**src/pkg/atc_pkg.sv**
```systemverilog
package atc_pkg;
   // Register byte offsets
   localparam logic [7:0] ATC_OFS_CTRL3 = 8'h00;
   localparam logic [7:0] ATC_OFS_MODE = 8'h04;
   localparam logic [7:0] ATC_OFS_TSRC = 8'h08;
   localparam logic [7:0] ATC_OFS_SCAN = 8'h0C;
   localparam logic [7:0] ATC_OFS_ISTAT = 8'h10;
   localparam logic [7:0] ATC_OFS_IMASK = 8'h14;
   // Control register three fields
   localparam int ATC_POS_DIGEN = 16;
   localparam int ATC_POS_VREF = 13;
   localparam int ATC_POS_TSUSP = 12;
   localparam int ATC_POS_UPDATE_READY_IRQ_ENABLE = 11;
   localparam int ATC_POS_UPDATE_READY_FLAG = 10;
   localparam int ATC_POS_SOFTWARE_SAMPLE_HOLD = 9;
   localparam int ATC_POS_RQ = 8;
   localparam int ATC_POS_GLSW = 7;
   localparam int ATC_POS_GSW = 6;
   localparam int ATC_POS_INSEL = 0;
   // Dedicated trigger mode fields
   localparam int ATC_POS_ALT = 16;
   localparam int ATC_POS_STRGEN = 8;
   localparam int ATC_POS_SSAMP = 0;
   localparam int ATC_NDED = 5;
   localparam int ATC_NDIG = 3;
   localparam int ATC_NIN = 4;
   localparam int ATC_NCONV = 8;
   localparam int ATC_FLD_STEP = 8;
   localparam int ATC_POS_SCANSRC = 16;
   localparam int ATC_POS_SCANSEL = 0;
   // Writable bit masks
   localparam logic [31:0] ATC_MODE_MASK = 32'h03FF1F1F;
   localparam logic [31:0] ATC_TSRC_MASK = 32'h1F1F1F1F;
   localparam logic [31:0] ATC_SCAN_MASK = 32'h001F000F;
   localparam logic [31:0] ATC_ZERO = 32'h00000000;
   // Trigger source codes
   localparam logic [4:0] ATC_TRG_NONE = 5'h00;
   localparam logic [4:0] ATC_TRG_GSW = 5'h01;
   localparam logic [4:0] ATC_TRG_GLSW = 5'h02;
   localparam logic [4:0] ATC_TRG_SCAN = 5'h03;
   localparam logic [4:0] ATC_TRG_INT0 = 5'h04;
   localparam logic [4:0] ATC_TRG_TMR1 = 5'h05;
   localparam logic [4:0] ATC_TRG_TMR3 = 5'h06;
   localparam logic [4:0] ATC_TRG_TMR5 = 5'h07;
   localparam logic [4:0] ATC_TRG_OC1 = 5'h08;
   localparam logic [4:0] ATC_TRG_OC3 = 5'h09;
   localparam logic [4:0] ATC_TRG_OC5 = 5'h0A;
   localparam logic [4:0] ATC_TRG_CMP1 = 5'h0B;
   localparam logic [4:0] ATC_TRG_CMP2 = 5'h0C;
   // Reference and alternate input codes
   localparam logic [2:0] ATC_REF_INT = 3'h0;
   localparam logic [2:0] ATC_REF_EXTH = 3'h1;
   localparam logic [2:0] ATC_REF_EXTL = 3'h2;
   localparam logic [2:0] ATC_REF_EXT = 3'h3;
   localparam logic [1:0] ATC_ALT_DEF = 2'h0;
   localparam logic [1:0] ATC_ALT_ALT = 2'h1;
   // Interrupt status bits
   localparam int ATC_NEV = 2;
   localparam int ATC_EV_UPD = 0;
   localparam int ATC_EV_REQ = 1;

   typedef struct packed {
      logic int0;
      logic [2:0] tmr;
      logic [2:0] ocmp;
      logic [1:0] cmp;
   } atc_trig_src_t;

   typedef struct packed {
      logic high_ext;
      logic low_ext;
   } atc_ref_t;
endpackage

```
**src/core/atc_core.sv**
```systemverilog
// Operation
// Converters 0 to 2 each run digital logic only while enable bit is one.
// Reference code 000 to 011 picks supply or external rails; 1xx reserved.
// Trigger suspend blocks every new conversion start, module stays on.
// Update-ready is set only when suspended and no conversion runs.
// Update-ready interrupt enable raises interrupt when update-ready gets set; irq here also needs imask bit 0 set.
// Software sample bit holds sampling with top priority, ignoring sample time.
// Software sample acts only on class 2 and 3 inputs of shared converter.
// Software clears sample bit itself, then sets the conversion request.
// Request bit converts selected input and self-clears the next cycle.
// Software should zero all trigger source fields when using software bits.
// Level software trigger converts all inputs selecting it while set.
// Dedicated converters 0 to 4 choose default or alternate input, rest reserved.
// Dedicated converters 0 to 4 choose presynchronized triggers per bit.
// Five-bit trigger source decode: none, software, scan, pins, timers, compares.
// Scan trigger code also needs scan source and scan select programmed.
// Trigger source register holds four five-bit fields, other bits zero.
//
// Chosen here: the register offsets and the Avalon-MM interface to the registers.
`timescale 1ns/1ns
`default_nettype none
module atc_core
   import atc_pkg::*;
(
   input wire logic clk,
   input wire logic resetn,
   input wire logic [7:0] avs_address,
   input wire logic avs_read,
   input wire logic avs_write,
   input wire logic [31:0] avs_writedata,
   output logic [31:0] avs_readdata,
   output logic avs_waitrequest,
   input wire atc_trig_src_t trig_src,
   input wire logic [ATC_NCONV-1:0] conv_busy,
   output logic [ATC_NDIG-1:0] digital_enable,
   output atc_ref_t ref_select,
   output logic shared_sample_hold,
   output logic [ATC_NIN-1:0] conv_start,
   output logic request_start,
   output logic [5:0] request_input,
   output logic [ATC_NDED-1:0] alternate_input,
   output logic [ATC_NDED-1:0] presync_trigger_enable,
   output logic [ATC_NDED-1:0] sync_sampling_enable,
   output logic irq
);

   // Decode one trigger source code against live sources
   function automatic logic trig_hit(input logic [4:0] code,
                                     input atc_trig_src_t s,
                                     input logic lvl, input logic edg);
      logic hit;
      hit = 1'b0;
      case (code)
         ATC_TRG_GSW: hit = edg;
         ATC_TRG_GLSW: hit = lvl;
         ATC_TRG_INT0: hit = s.int0;
         ATC_TRG_TMR1: hit = s.tmr[0];
         ATC_TRG_TMR3: hit = s.tmr[1];
         ATC_TRG_TMR5: hit = s.tmr[2];
         ATC_TRG_OC1: hit = s.ocmp[0];
         ATC_TRG_OC3: hit = s.ocmp[1];
         ATC_TRG_OC5: hit = s.ocmp[2];
         ATC_TRG_CMP1: hit = s.cmp[0];
         ATC_TRG_CMP2: hit = s.cmp[1];
         default: hit = 1'b0;
      endcase
      return hit;
   endfunction

   // Register state
   logic [ATC_NDIG-1:0] dig_en, next_dig_en;
   logic [2:0] vref, next_vref;
   logic tsusp, next_tsusp;
   logic update_ready_irq_enable, next_update_ready_irq_enable;
   logic software_sample_hold, next_software_sample_hold;
   logic glsw, next_glsw;
   logic [5:0] insel, next_insel;
   logic req_pend, next_req_pend;
   logic edge_pend, next_edge_pend;
   logic upd_rdy, next_upd_rdy;
   logic [31:0] mode, next_mode;
   logic [31:0] tsrc, next_tsrc;
   logic [31:0] scan, next_scan;
   logic [ATC_NEV-1:0] istat, next_istat;
   logic [ATC_NEV-1:0] imask, next_imask;
   logic [31:0] next_rdata;
   logic next_wait;
   logic wr_go, rd_go;
   logic [ATC_NEV-1:0] events;

   // Bus handshake qualifiers
   assign wr_go = avs_write & ~avs_waitrequest;
   assign rd_go = avs_read & ~avs_waitrequest;

   // Register file, handshake and sticky status
   always_comb begin
      next_dig_en = dig_en;
      next_vref = vref;
      next_tsusp = tsusp;
      next_update_ready_irq_enable = update_ready_irq_enable;
      next_software_sample_hold = software_sample_hold;
      next_glsw = glsw;
      next_insel = insel;
      next_mode = mode;
      next_tsrc = tsrc;
      next_scan = scan;
      next_imask = imask;
      next_istat = istat;
      next_rdata = avs_readdata;
      // request lasts one cycle
      next_req_pend = 1'b0;
      next_edge_pend = 1'b0;
      next_wait = ~((avs_read | avs_write) & avs_waitrequest);
      // ready only when suspended and idle
      next_upd_rdy = tsusp & ~(|conv_busy);
      events = '0;
      // interrupt on hardware set
      events[ATC_EV_UPD] = next_upd_rdy & ~upd_rdy & update_ready_irq_enable;
      events[ATC_EV_REQ] = req_pend & ~tsusp;
      if (avs_read & avs_waitrequest) begin
         next_rdata = ATC_ZERO;
         unique case (avs_address)
            ATC_OFS_CTRL3: begin
               next_rdata[ATC_POS_DIGEN+:ATC_NDIG] = dig_en;
               next_rdata[ATC_POS_VREF+:3] = vref;
               next_rdata[ATC_POS_TSUSP] = tsusp;
               next_rdata[ATC_POS_UPDATE_READY_IRQ_ENABLE] = update_ready_irq_enable;
               next_rdata[ATC_POS_UPDATE_READY_FLAG] = upd_rdy;
               next_rdata[ATC_POS_SOFTWARE_SAMPLE_HOLD] = software_sample_hold;
               next_rdata[ATC_POS_RQ] = req_pend;
               next_rdata[ATC_POS_GLSW] = glsw;
               next_rdata[ATC_POS_INSEL+:6] = insel;
            end
            ATC_OFS_MODE: next_rdata = mode;
            // unused bits read zero
            ATC_OFS_TSRC: next_rdata = tsrc;
            ATC_OFS_SCAN: next_rdata = scan;
            ATC_OFS_ISTAT: next_rdata[ATC_NEV-1:0] = istat;
            ATC_OFS_IMASK: next_rdata[ATC_NEV-1:0] = imask;
            default: next_rdata = ATC_ZERO;
         endcase
      end
      if (wr_go) begin
         unique case (avs_address)
            ATC_OFS_CTRL3: begin
               next_dig_en = avs_writedata[ATC_POS_DIGEN+:ATC_NDIG];
               next_vref = avs_writedata[ATC_POS_VREF+:3];
               next_tsusp = avs_writedata[ATC_POS_TSUSP];
               next_update_ready_irq_enable = avs_writedata[ATC_POS_UPDATE_READY_IRQ_ENABLE];
               next_software_sample_hold = avs_writedata[ATC_POS_SOFTWARE_SAMPLE_HOLD];
               // writing one requests a conversion
               next_req_pend = avs_writedata[ATC_POS_RQ];
               next_glsw = avs_writedata[ATC_POS_GLSW];
               next_edge_pend = avs_writedata[ATC_POS_GSW];
               next_insel = avs_writedata[ATC_POS_INSEL+:6];
            end
            ATC_OFS_MODE: next_mode = avs_writedata & ATC_MODE_MASK;
            // four five-bit fields kept
            ATC_OFS_TSRC: next_tsrc = avs_writedata & ATC_TSRC_MASK;
            ATC_OFS_SCAN: next_scan = avs_writedata & ATC_SCAN_MASK;
            ATC_OFS_IMASK: next_imask = avs_writedata[ATC_NEV-1:0];
            default: next_imask = imask;
         endcase
      end
      // Read clears what was shown, new events win
      if (rd_go && avs_address == ATC_OFS_ISTAT) begin
         next_istat = istat & ~avs_readdata[ATC_NEV-1:0];
      end
      next_istat = next_istat | events;
   end

   // Register file flops
   always_ff @(posedge clk) begin
      if (!resetn) begin
         dig_en <= '0;
         vref <= ATC_REF_INT;
         tsusp <= 1'b0;
         update_ready_irq_enable <= 1'b0;
         software_sample_hold <= 1'b0;
         glsw <= 1'b0;
         insel <= '0;
         req_pend <= 1'b0;
         edge_pend <= 1'b0;
         upd_rdy <= 1'b0;
         mode <= ATC_ZERO;
         tsrc <= ATC_ZERO;
         scan <= ATC_ZERO;
         istat <= '0;
         imask <= '0;
         avs_readdata <= ATC_ZERO;
         avs_waitrequest <= 1'b1;
      end else begin
         dig_en <= next_dig_en;
         vref <= next_vref;
         tsusp <= next_tsusp;
         update_ready_irq_enable <= next_update_ready_irq_enable;
         software_sample_hold <= next_software_sample_hold;
         glsw <= next_glsw;
         insel <= next_insel;
         req_pend <= next_req_pend;
         edge_pend <= next_edge_pend;
         upd_rdy <= next_upd_rdy;
         mode <= next_mode;
         tsrc <= next_tsrc;
         scan <= next_scan;
         istat <= next_istat;
         imask <= next_imask;
         avs_readdata <= next_rdata;
         avs_waitrequest <= next_wait;
      end
   end

   // Output next values
   logic [ATC_NDIG-1:0] next_digital_enable;
   atc_ref_t next_ref_select;
   logic next_shared_sample_hold;
   logic [ATC_NIN-1:0] next_conv_start;
   logic next_request_start;
   logic [5:0] next_request_input;
   logic [ATC_NDED-1:0] next_alternate_input;
   logic [ATC_NDED-1:0] next_presync;
   logic [ATC_NDED-1:0] next_syncsamp;
   logic next_irq;

   // Trigger routing and converter controls
   always_comb begin
      logic [4:0] code;
      logic [4:0] scan_src;
      logic hit;
      logic [ATC_NIN-1:0] en_all;
      code = '0;
      hit = 1'b0;
      // Inputs without a digital enable bit always run
      en_all = '1;
      en_all[ATC_NDIG-1:0] = dig_en;
      scan_src = scan[ATC_POS_SCANSRC+:5];
      // per-converter digital enables
      next_digital_enable = dig_en;
      // reference decode, reserved falls back to supply
      next_ref_select = '0;
      unique case (vref)
         ATC_REF_EXTH: next_ref_select.high_ext = 1'b1;
         ATC_REF_EXTL: next_ref_select.low_ext = 1'b1;
         ATC_REF_EXT: next_ref_select = '1;
         default: next_ref_select = '0;
      endcase
      // forced sampling of shared converter
      // class 1 inputs never see it
      next_shared_sample_hold = software_sample_hold;
      for (int i = 0; i < ATC_NIN; i++) begin
         // per-input source decode
         code = tsrc[i*ATC_FLD_STEP+:5];
         // level trigger via own or scan field
         hit = trig_hit(code, trig_src, glsw, edge_pend);
         if (code == ATC_TRG_SCAN) begin
            hit = scan[ATC_POS_SCANSEL+i] &
                  trig_hit(scan_src, trig_src, glsw, edge_pend);
         end
         // disabled converter does not start
         hit = hit & en_all[i];
         // suspend blocks all starts
         next_conv_start[i] = hit & ~tsusp;
      end
      // individual request with selected input
      next_request_start = req_pend & ~tsusp;
      next_request_input = insel;
      for (int j = 0; j < ATC_NDED; j++) begin
         // only code 01 picks the alternate input
         next_alternate_input[j] =
            (mode[ATC_POS_ALT+2*j+:2] == ATC_ALT_ALT);
         // presynchronized trigger choice
         next_presync[j] = mode[ATC_POS_STRGEN+j];
         next_syncsamp[j] = mode[ATC_POS_SSAMP+j];
      end
      next_irq = |(next_istat & imask);
   end

   // Output flops
   always_ff @(posedge clk) begin
      if (!resetn) begin
         digital_enable <= '0;
         ref_select <= '0;
         shared_sample_hold <= 1'b0;
         conv_start <= '0;
         request_start <= 1'b0;
         request_input <= '0;
         alternate_input <= '0;
         presync_trigger_enable <= '0;
         sync_sampling_enable <= '0;
         irq <= 1'b0;
      end else begin
         digital_enable <= next_digital_enable;
         ref_select <= next_ref_select;
         shared_sample_hold <= next_shared_sample_hold;
         conv_start <= next_conv_start;
         request_start <= next_request_start;
         request_input <= next_request_input;
         alternate_input <= next_alternate_input;
         presync_trigger_enable <= next_presync;
         sync_sampling_enable <= next_syncsamp;
         irq <= next_irq;
      end
   end

endmodule
`default_nettype wire

```
**config.mk**
```make
export PLATFORM = sky130hd
export DESIGN_NAME = atc_core
export DESIGN_NICKNAME = d
export VERILOG_FILES = /design/src/pkg/atc_pkg.sv /design/src/core/atc_core.sv
export SDC_FILE = /design/constraint.sdc
export NUM_CORES = 1
export LEC_CHECK = 0
export BUFFER_PORTS_ARGS = -buffer_cell sky130_fd_sc_hd__buf_2
export CAP_MARGIN = 30
export CORE_MARGIN = 1
export CORE_UTILIZATION = 50
export CTS_BUF_LIST = sky130_fd_sc_hd__clkbuf_2
export DETAILED_ROUTE_END_ITERATION = 8
export GPL_TIMING_DRIVEN = 0
export PLACE_DENSITY = 0.78
export RECOVER_POWER = 100
export SLEW_MARGIN = 20
export SYNTH_ARGS = -nofsm -noshare
export SYNTH_HDL_FRONTEND = slang
export SYNTH_SLANG_ARGS = --single-unit
```
**constraint.sdc**
```tcl
create_clock -name clk -period 1.6 [get_ports clk]
set_input_delay 0 -clock clk [delete_from_list [all_inputs] [get_ports clk]]
set_output_delay 0 -clock clk [all_outputs]
set_load 0.02 [all_outputs]
```
Word level (Yosys, flattened, before mapping)
Index checks and enable logic that the tools add are counted.
{ "totals": {"regBits": 137, "in_bits": 61, "output_inout_bits": 66, "wordCells": 161} }
{ "classes": {"n_eq_ne": 72, "muxes": 20, "n_bitwise": 29, "n_reduce_logical": 12} }
{ "op_table": {"columns": ["op", "n"], "rows": [
  ["equality test 5 x 4 -> 1 bit, second input constant", 25],
  ["equality test 5 x 3 -> 1 bit, second input constant", 20],
  ["case mux 1 bit (11 select lines)", 5],
  ["case mux 12 bit (4 select lines)", 1],
  ["equality test 5 x 2 -> 1 bit, second input constant", 9],
  ["case mux 10 bit (3 select lines)", 1],
  ["equality test 5 x 1 -> 1 bit, second input constant", 5],
  ["AND 1 bit", 19],
  ["equality test 8 x 4 -> 1 bit, second input constant", 2],
  ["equality test 8 x 5 -> 1 bit, second input constant", 2],
  ["case mux 4 bit (4 select lines)", 1],
  ["case mux 2 bit (6 select lines)", 1],
  ["equality test 2 x 1 -> 1 bit, second input constant", 5],
  ["two-way mux 1 bit", 10],
  ["AND reduction 2 bit", 5],
  ["equality test 8 x 3 -> 1 bit, second input constant", 1],
  ["logical NOT 8 bit", 1],
  ["OR reduction 8 bit", 1],
  ["equality test 3 x 2 -> 1 bit, second input constant", 2],
  ["OR reduction 2 bit", 3],
  ["NOT 1 bit", 5],
  ["AND 2 bit", 2],
  ["equality test 3 x 1 -> 1 bit, second input constant", 1],
  ["AND reduction 3 bit", 1],
  ["5 further kinds", 5]
]} }

Longest topological paths before layout
{ "depth": {"word_depth": 8, "mapped_depth": 7, "mapped_depth_nobuf": 5} }

Least setup slack after synthesis
No wires, ideal clock.
{ "synth_timing": {"kind": "register -> register", "start": "register tsrc[26]", "end": "register conv_start[3]", "setup_time_ns": 0.112, "arrival_ns": 1.558, "required_time_ns": 1.488, "setup_slack_ns": -0.071, "stages_incl_launch_ff": 7, "path_buffers": 1, "synth_period_minus_slack_ns": 1.671, "path_cell_list": "dfxtp_1 > buf_6 > or4b_1 > o22ai_1 > a211o_2 > a31oi_1 > a2111oi_1"} }
{ "synth_via": {"elab_chain_cells": 4, "elab_cells_between_ends": 15, "classes_between": "eq/ne (12); mux (2); bitwise (1)"} }
{ "synth_rtl": {"columns": ["element", "line", "source"], "rows": [
  ["start: declaration", "atc_core.sv:82", "logic [31:0] tsrc, next_tsrc;"],
  ["start signal: assignment", "atc_core.sv:204", "tsrc <= next_tsrc;"],
  ["equality test 5 x 4 -> 1 bit, or another cell as far along", "atc_core.sv:53", "case (code)"],
  ["case mux 1 bit (11 select lines)", "atc_core.sv:53", null],
  ["two-way mux 1 bit *", "atc_core.sv:255", "if (code == ATC_TRG_SCAN) begin"],
  ["AND 1 bit *", "atc_core.sv:262", "next_conv_start[i] = hit & ~tsusp;"],
  ["end signal: assignment", "atc_core.sv:295", "conv_start <= next_conv_start;"],
  ["end: declaration", "atc_core.sv:38", "output logic [ATC_NIN-1:0] conv_start,"]
]} }
Every way passes the cells marked *; elsewhere a longest branch is shown, timed or not.
A chain may end at the register's enable or synchronous reset.

Final worst setup path
{ "layout_timing": {"start": "input avs_address[7]", "end": "register mode[9]"} }
{ "layout_via": {"elab_chain_cells": 2} }
{ "layout_rtl": {"columns": ["element", "line", "source"], "rows": [
  ["start: declaration", "atc_core.sv:27", "input wire logic [7:0] avs_address,"],
  ["equality test 8 x 3 -> 1 bit", "atc_core.sv:144", "unique case (avs_address)"],
  ["AND reduction 2 bit (no source line)", null, null],
  ["end signal: assignment", "atc_core.sv:203", "mode <= next_mode;"],
  ["end: declaration", "atc_core.sv:81", "logic [31:0] mode, next_mode;"]
]} }
Every way passes these cells.

==> flow_summary.yaml <==
critical_path:
  critPathRequiredTime_ps: 2180
  timing.rr.end: "conv_start[1]"
  path_cells: "buf_2 -> dlygate4sd3_1 -> nor4_4 -> and2_1 -> nand2_1 -> clkbuf_1 -> nand2_1 -> a21oi_1"
  path_max_fanout: 10
  path_delay_family: "simple AND/OR/NAND/NOR gates"
  cp.depth: 8
  crit_path_frequent_cell: "nand2_1"
  cp-start-kind: "input port"
  reg2reg_slack_ps: 0
  slowest_delay_ps: 600
  worstSetupPathType: "input port to flip-flop"
  regToRegStartpoint: "scan[17]"
  crit_arrival_ps: 2220
  reg2reg_depth: 5
  end_kind: "flip-flop"
  crit_slowest_cell: "dlygate4sd3_1"
  critPathBufInv: 3
grt:
  grt_first_pass_wirelength_um: 27200
  antenna_found_initial: 0
  overflow: 0
  grt_pass1_vias: 5449
  gr-usage-all-layers: 0.312
  grt_max_degree: 17
power:
  p_per_area_mw_per_mm2: 757
  peakVddDrop_mv: 0.414
  p_leak_nw: 2.94
synthesis:
  synth_area_leader_cell: "dfxtp_1"
  synth_ff_type: "dfxtp_1"
  synthTopCellsByCount: "dfxtp_1, nand2_1, a21oi_1"
  synth-edff-count: 0
  syn_area_mm2: 0.00557
  yosys_register_bits: 134
  synth_seq_area_share: 0.481
  syn_inst: 648
  ys_async_sr_fraction: 0
  synth_top_area_frac: 0.481
  synth_area_leaders: "dfxtp_1, nand2_1, a21oi_1"
  yosysMostFrequentCell: "dfxtp_1"
  ys_warn_count: 0
  synth.avg_cell_area_um2: 8.60
  synth_cell_types: 56
routing:
  vias: 5703
  postRouteAntennaNets: 0
  maxUsedRoutingLayer: "met4"
  dr_wl_met2_um: 8360
  wl_per_cell_um: 17.6
  drtPass1Iterations: 5
  drt_iter0_markers: 529
  wl_met1_um: 7170
  dr_wl_met3_um: 1520
  vias_per_cell: 5.70
  totalWireLength_um: 17600
  drc: 0
timing:
  min_period_over_period: 1.02
  max_freq_mhz: 613
  setup_ws_ps: -32.2
  hold_violations: 26
  finalClockSkew_ps: 23.3
  finalCriticalPeriod_ps: 1630
  drv_slew: 0
  rsz0062_at_grt: "yes"
  tightest_slew_ps: 736
  relSlewSlack: 0.509
  hold_ws_ps: -166
  finalSetupViolCount: 14
outcome:
  status: "complete, but fails checks"
  violations: "negative hold slack, negative setup slack"
min_path:
  hold_end: "istat[1]"
  hold_path.class: "input port to flip-flop"
  min_from: "avs_address[5]"
  min_path_cells: 4
place:
  numPlacedInstances: 910
  dp_hpwl_um: 12200
  io_buffers: 119
  gp_congestion: 0.892
  pre_cts_slack_ps: -459
cells_and_area:
  antenna_cells: 0
  nets: 908
  area_growth_pct: 31.3
  drive_gt1_frac: 0.251
  final_cells: 1000
  post-route-util: 0.675
floorplan:
  die_h_um: 108
  fp-row-count: 38
  fp.coreArea_mm2: 0.0108
  die_area_mm2: 0.0116
  start_util: 0.514
  io_pins: 127
  die_w_um: 108
clocking:
  clockRootBuffer: "clkbuf_2"
  cts_tree: "yes"
  clock-sinks: 134
  h-tree-depth: 4
  cts_buffers: 17
  cts_buffer_depth: 2
  clk_pin_slew_ps: 210
  clk_latency_ps: 700
flow_run:
  cap_viol_max_count: 0
[registers in the layout, indices dropped and copies added, names as in the netlist, 3 cells and up]
signal and count:
alternate_input 5, avs_readdata 28, conv_start 4, dig_en 3
digital_enable 3, insel 6, mode 20, presync_trigger_enable 5
request_input 6, scan 9, sync_sampling_enable 5, tsrc 20
vref 3
[worst max path at each step]
stage	endpoint	slack, ps	start
after CTS	avs_readdata[16]	1	avs_waitrequest
final	mode[9]	-30	avs_address[7]
after floorplan	conv_start[3]	7	tsrc[25]
after global placement	insel[5]	-400	avs_waitrequest
after detailed placement	conv_start[3]	-460	scan[19]
after global routing	tsrc[9]	-100	avs_address[7]
[power by group]
group	leakage [nW]	internal [W]	switching [W]
Sequential	1.09	0.00334	0.0000103
Combinational	1.74	0.000214	0.000260
Clock	0.111	0.000405	0.00131
[repair_timing]
action | 4_1_cts | 5_1_grt
resized for setup | 32 | 25
setup buffers | 2 | 1
pin swaps | 6 | 1
hold buffers | 61 | 3
setup endpoints to repair | 82 | 76
hold endpoints to repair | 99 | 38
[final cells by class]
cell class,count,area (µm²)
fill,893,3520
multi-input combinational,459,2740
sequential,134,2720
timing repair buffer,186,1260
buffer,41,204
tap,140,175
clock inverter,15,105
clock buffer,17,85.1
inverter,8,30.0
[worst reg2reg max path, stage by stage, from the launching register on]
cell      delay (ps)
dfxtp_4          440
mux2_2           340
a22oi_1          240
o221ai_4         180
o211ai_1         220
a211oi_1          90
[stage by stage]
stage	total power [W]	setup TNS, ps	hold slack, ps	area [µm²]
floorplan	0.00357	0	116	5580
global placement	0.00376	-16540	226	6350
detailed placement	0.00376	-20290	216	6350
global route	0.00575	-2610	-222	7320
finish	0.00554	-239	-166	7320
CTS	0.00553	0	-221	7230
[metal layers]
| layer | vias to the layer above | global-route usage |
|---|---|---|
| li1 | 2676 | - |
| met5 | - | 0 |
| met3 | 54 | 0.0702 |
| met1 | 2670 | 0.391 |
| met4 | 0 | 0.124 |
| met2 | 303 | 0.520 |
[cell usage in the layout (no fill, tap or decap), types with 3 or more instances in the layout]
cell           netlist  final
o22ai_1              8      7
conb_1               1      4
inv_6                0      4
a22o_1              13     12
clkinvlp_4           0      5
nor2b_1              5      4
and2_1              21     13
nand3b_1             3      3
nor2_1              49     48
a211oi_1             4      4
and2_0               0      8
dfxtp_2              0      7
nand2_1            124    124
nor3_1               6      5
inv_1                7      7
nand3_1             11     10
nor3b_1             12     10
o21ai_0             27     26
mux2_2               6      6
clkbuf_1            33     21
a22oi_1             23     23
buf_2                9    123
buf_4                4      8
clkinv_2             0      4
dfxtp_1            134    120
and3_1               5      4
mux2i_1             29     29
dfxtp_4              0      7
a31oi_1              3      3
a21oi_1             62     62
clkbuf_2             0     23
o211ai_1             3      3
nand4_1              3      3
dlygate4sd3_1        0     64
o31ai_1              3      3
[kinds of logic (layout without fill, tap and decap cells)]
| family | after synthesis | after routing | share of synthesized area |
|---|---|---|---|
| DFF | 134 | 134 | 0.481 |
| AOI/OAI and AO/OA | 162 | 162 | 0.183 |
| buffers and inverters | 58 | 267 | 0.0451 |
| and+or+nand+nor | 257 | 257 | 0.222 |
| other | 1 | 4 | 0.000673 |
| muxes | 36 | 36 | 0.0683 |
(Power assumes the default switching activity.)
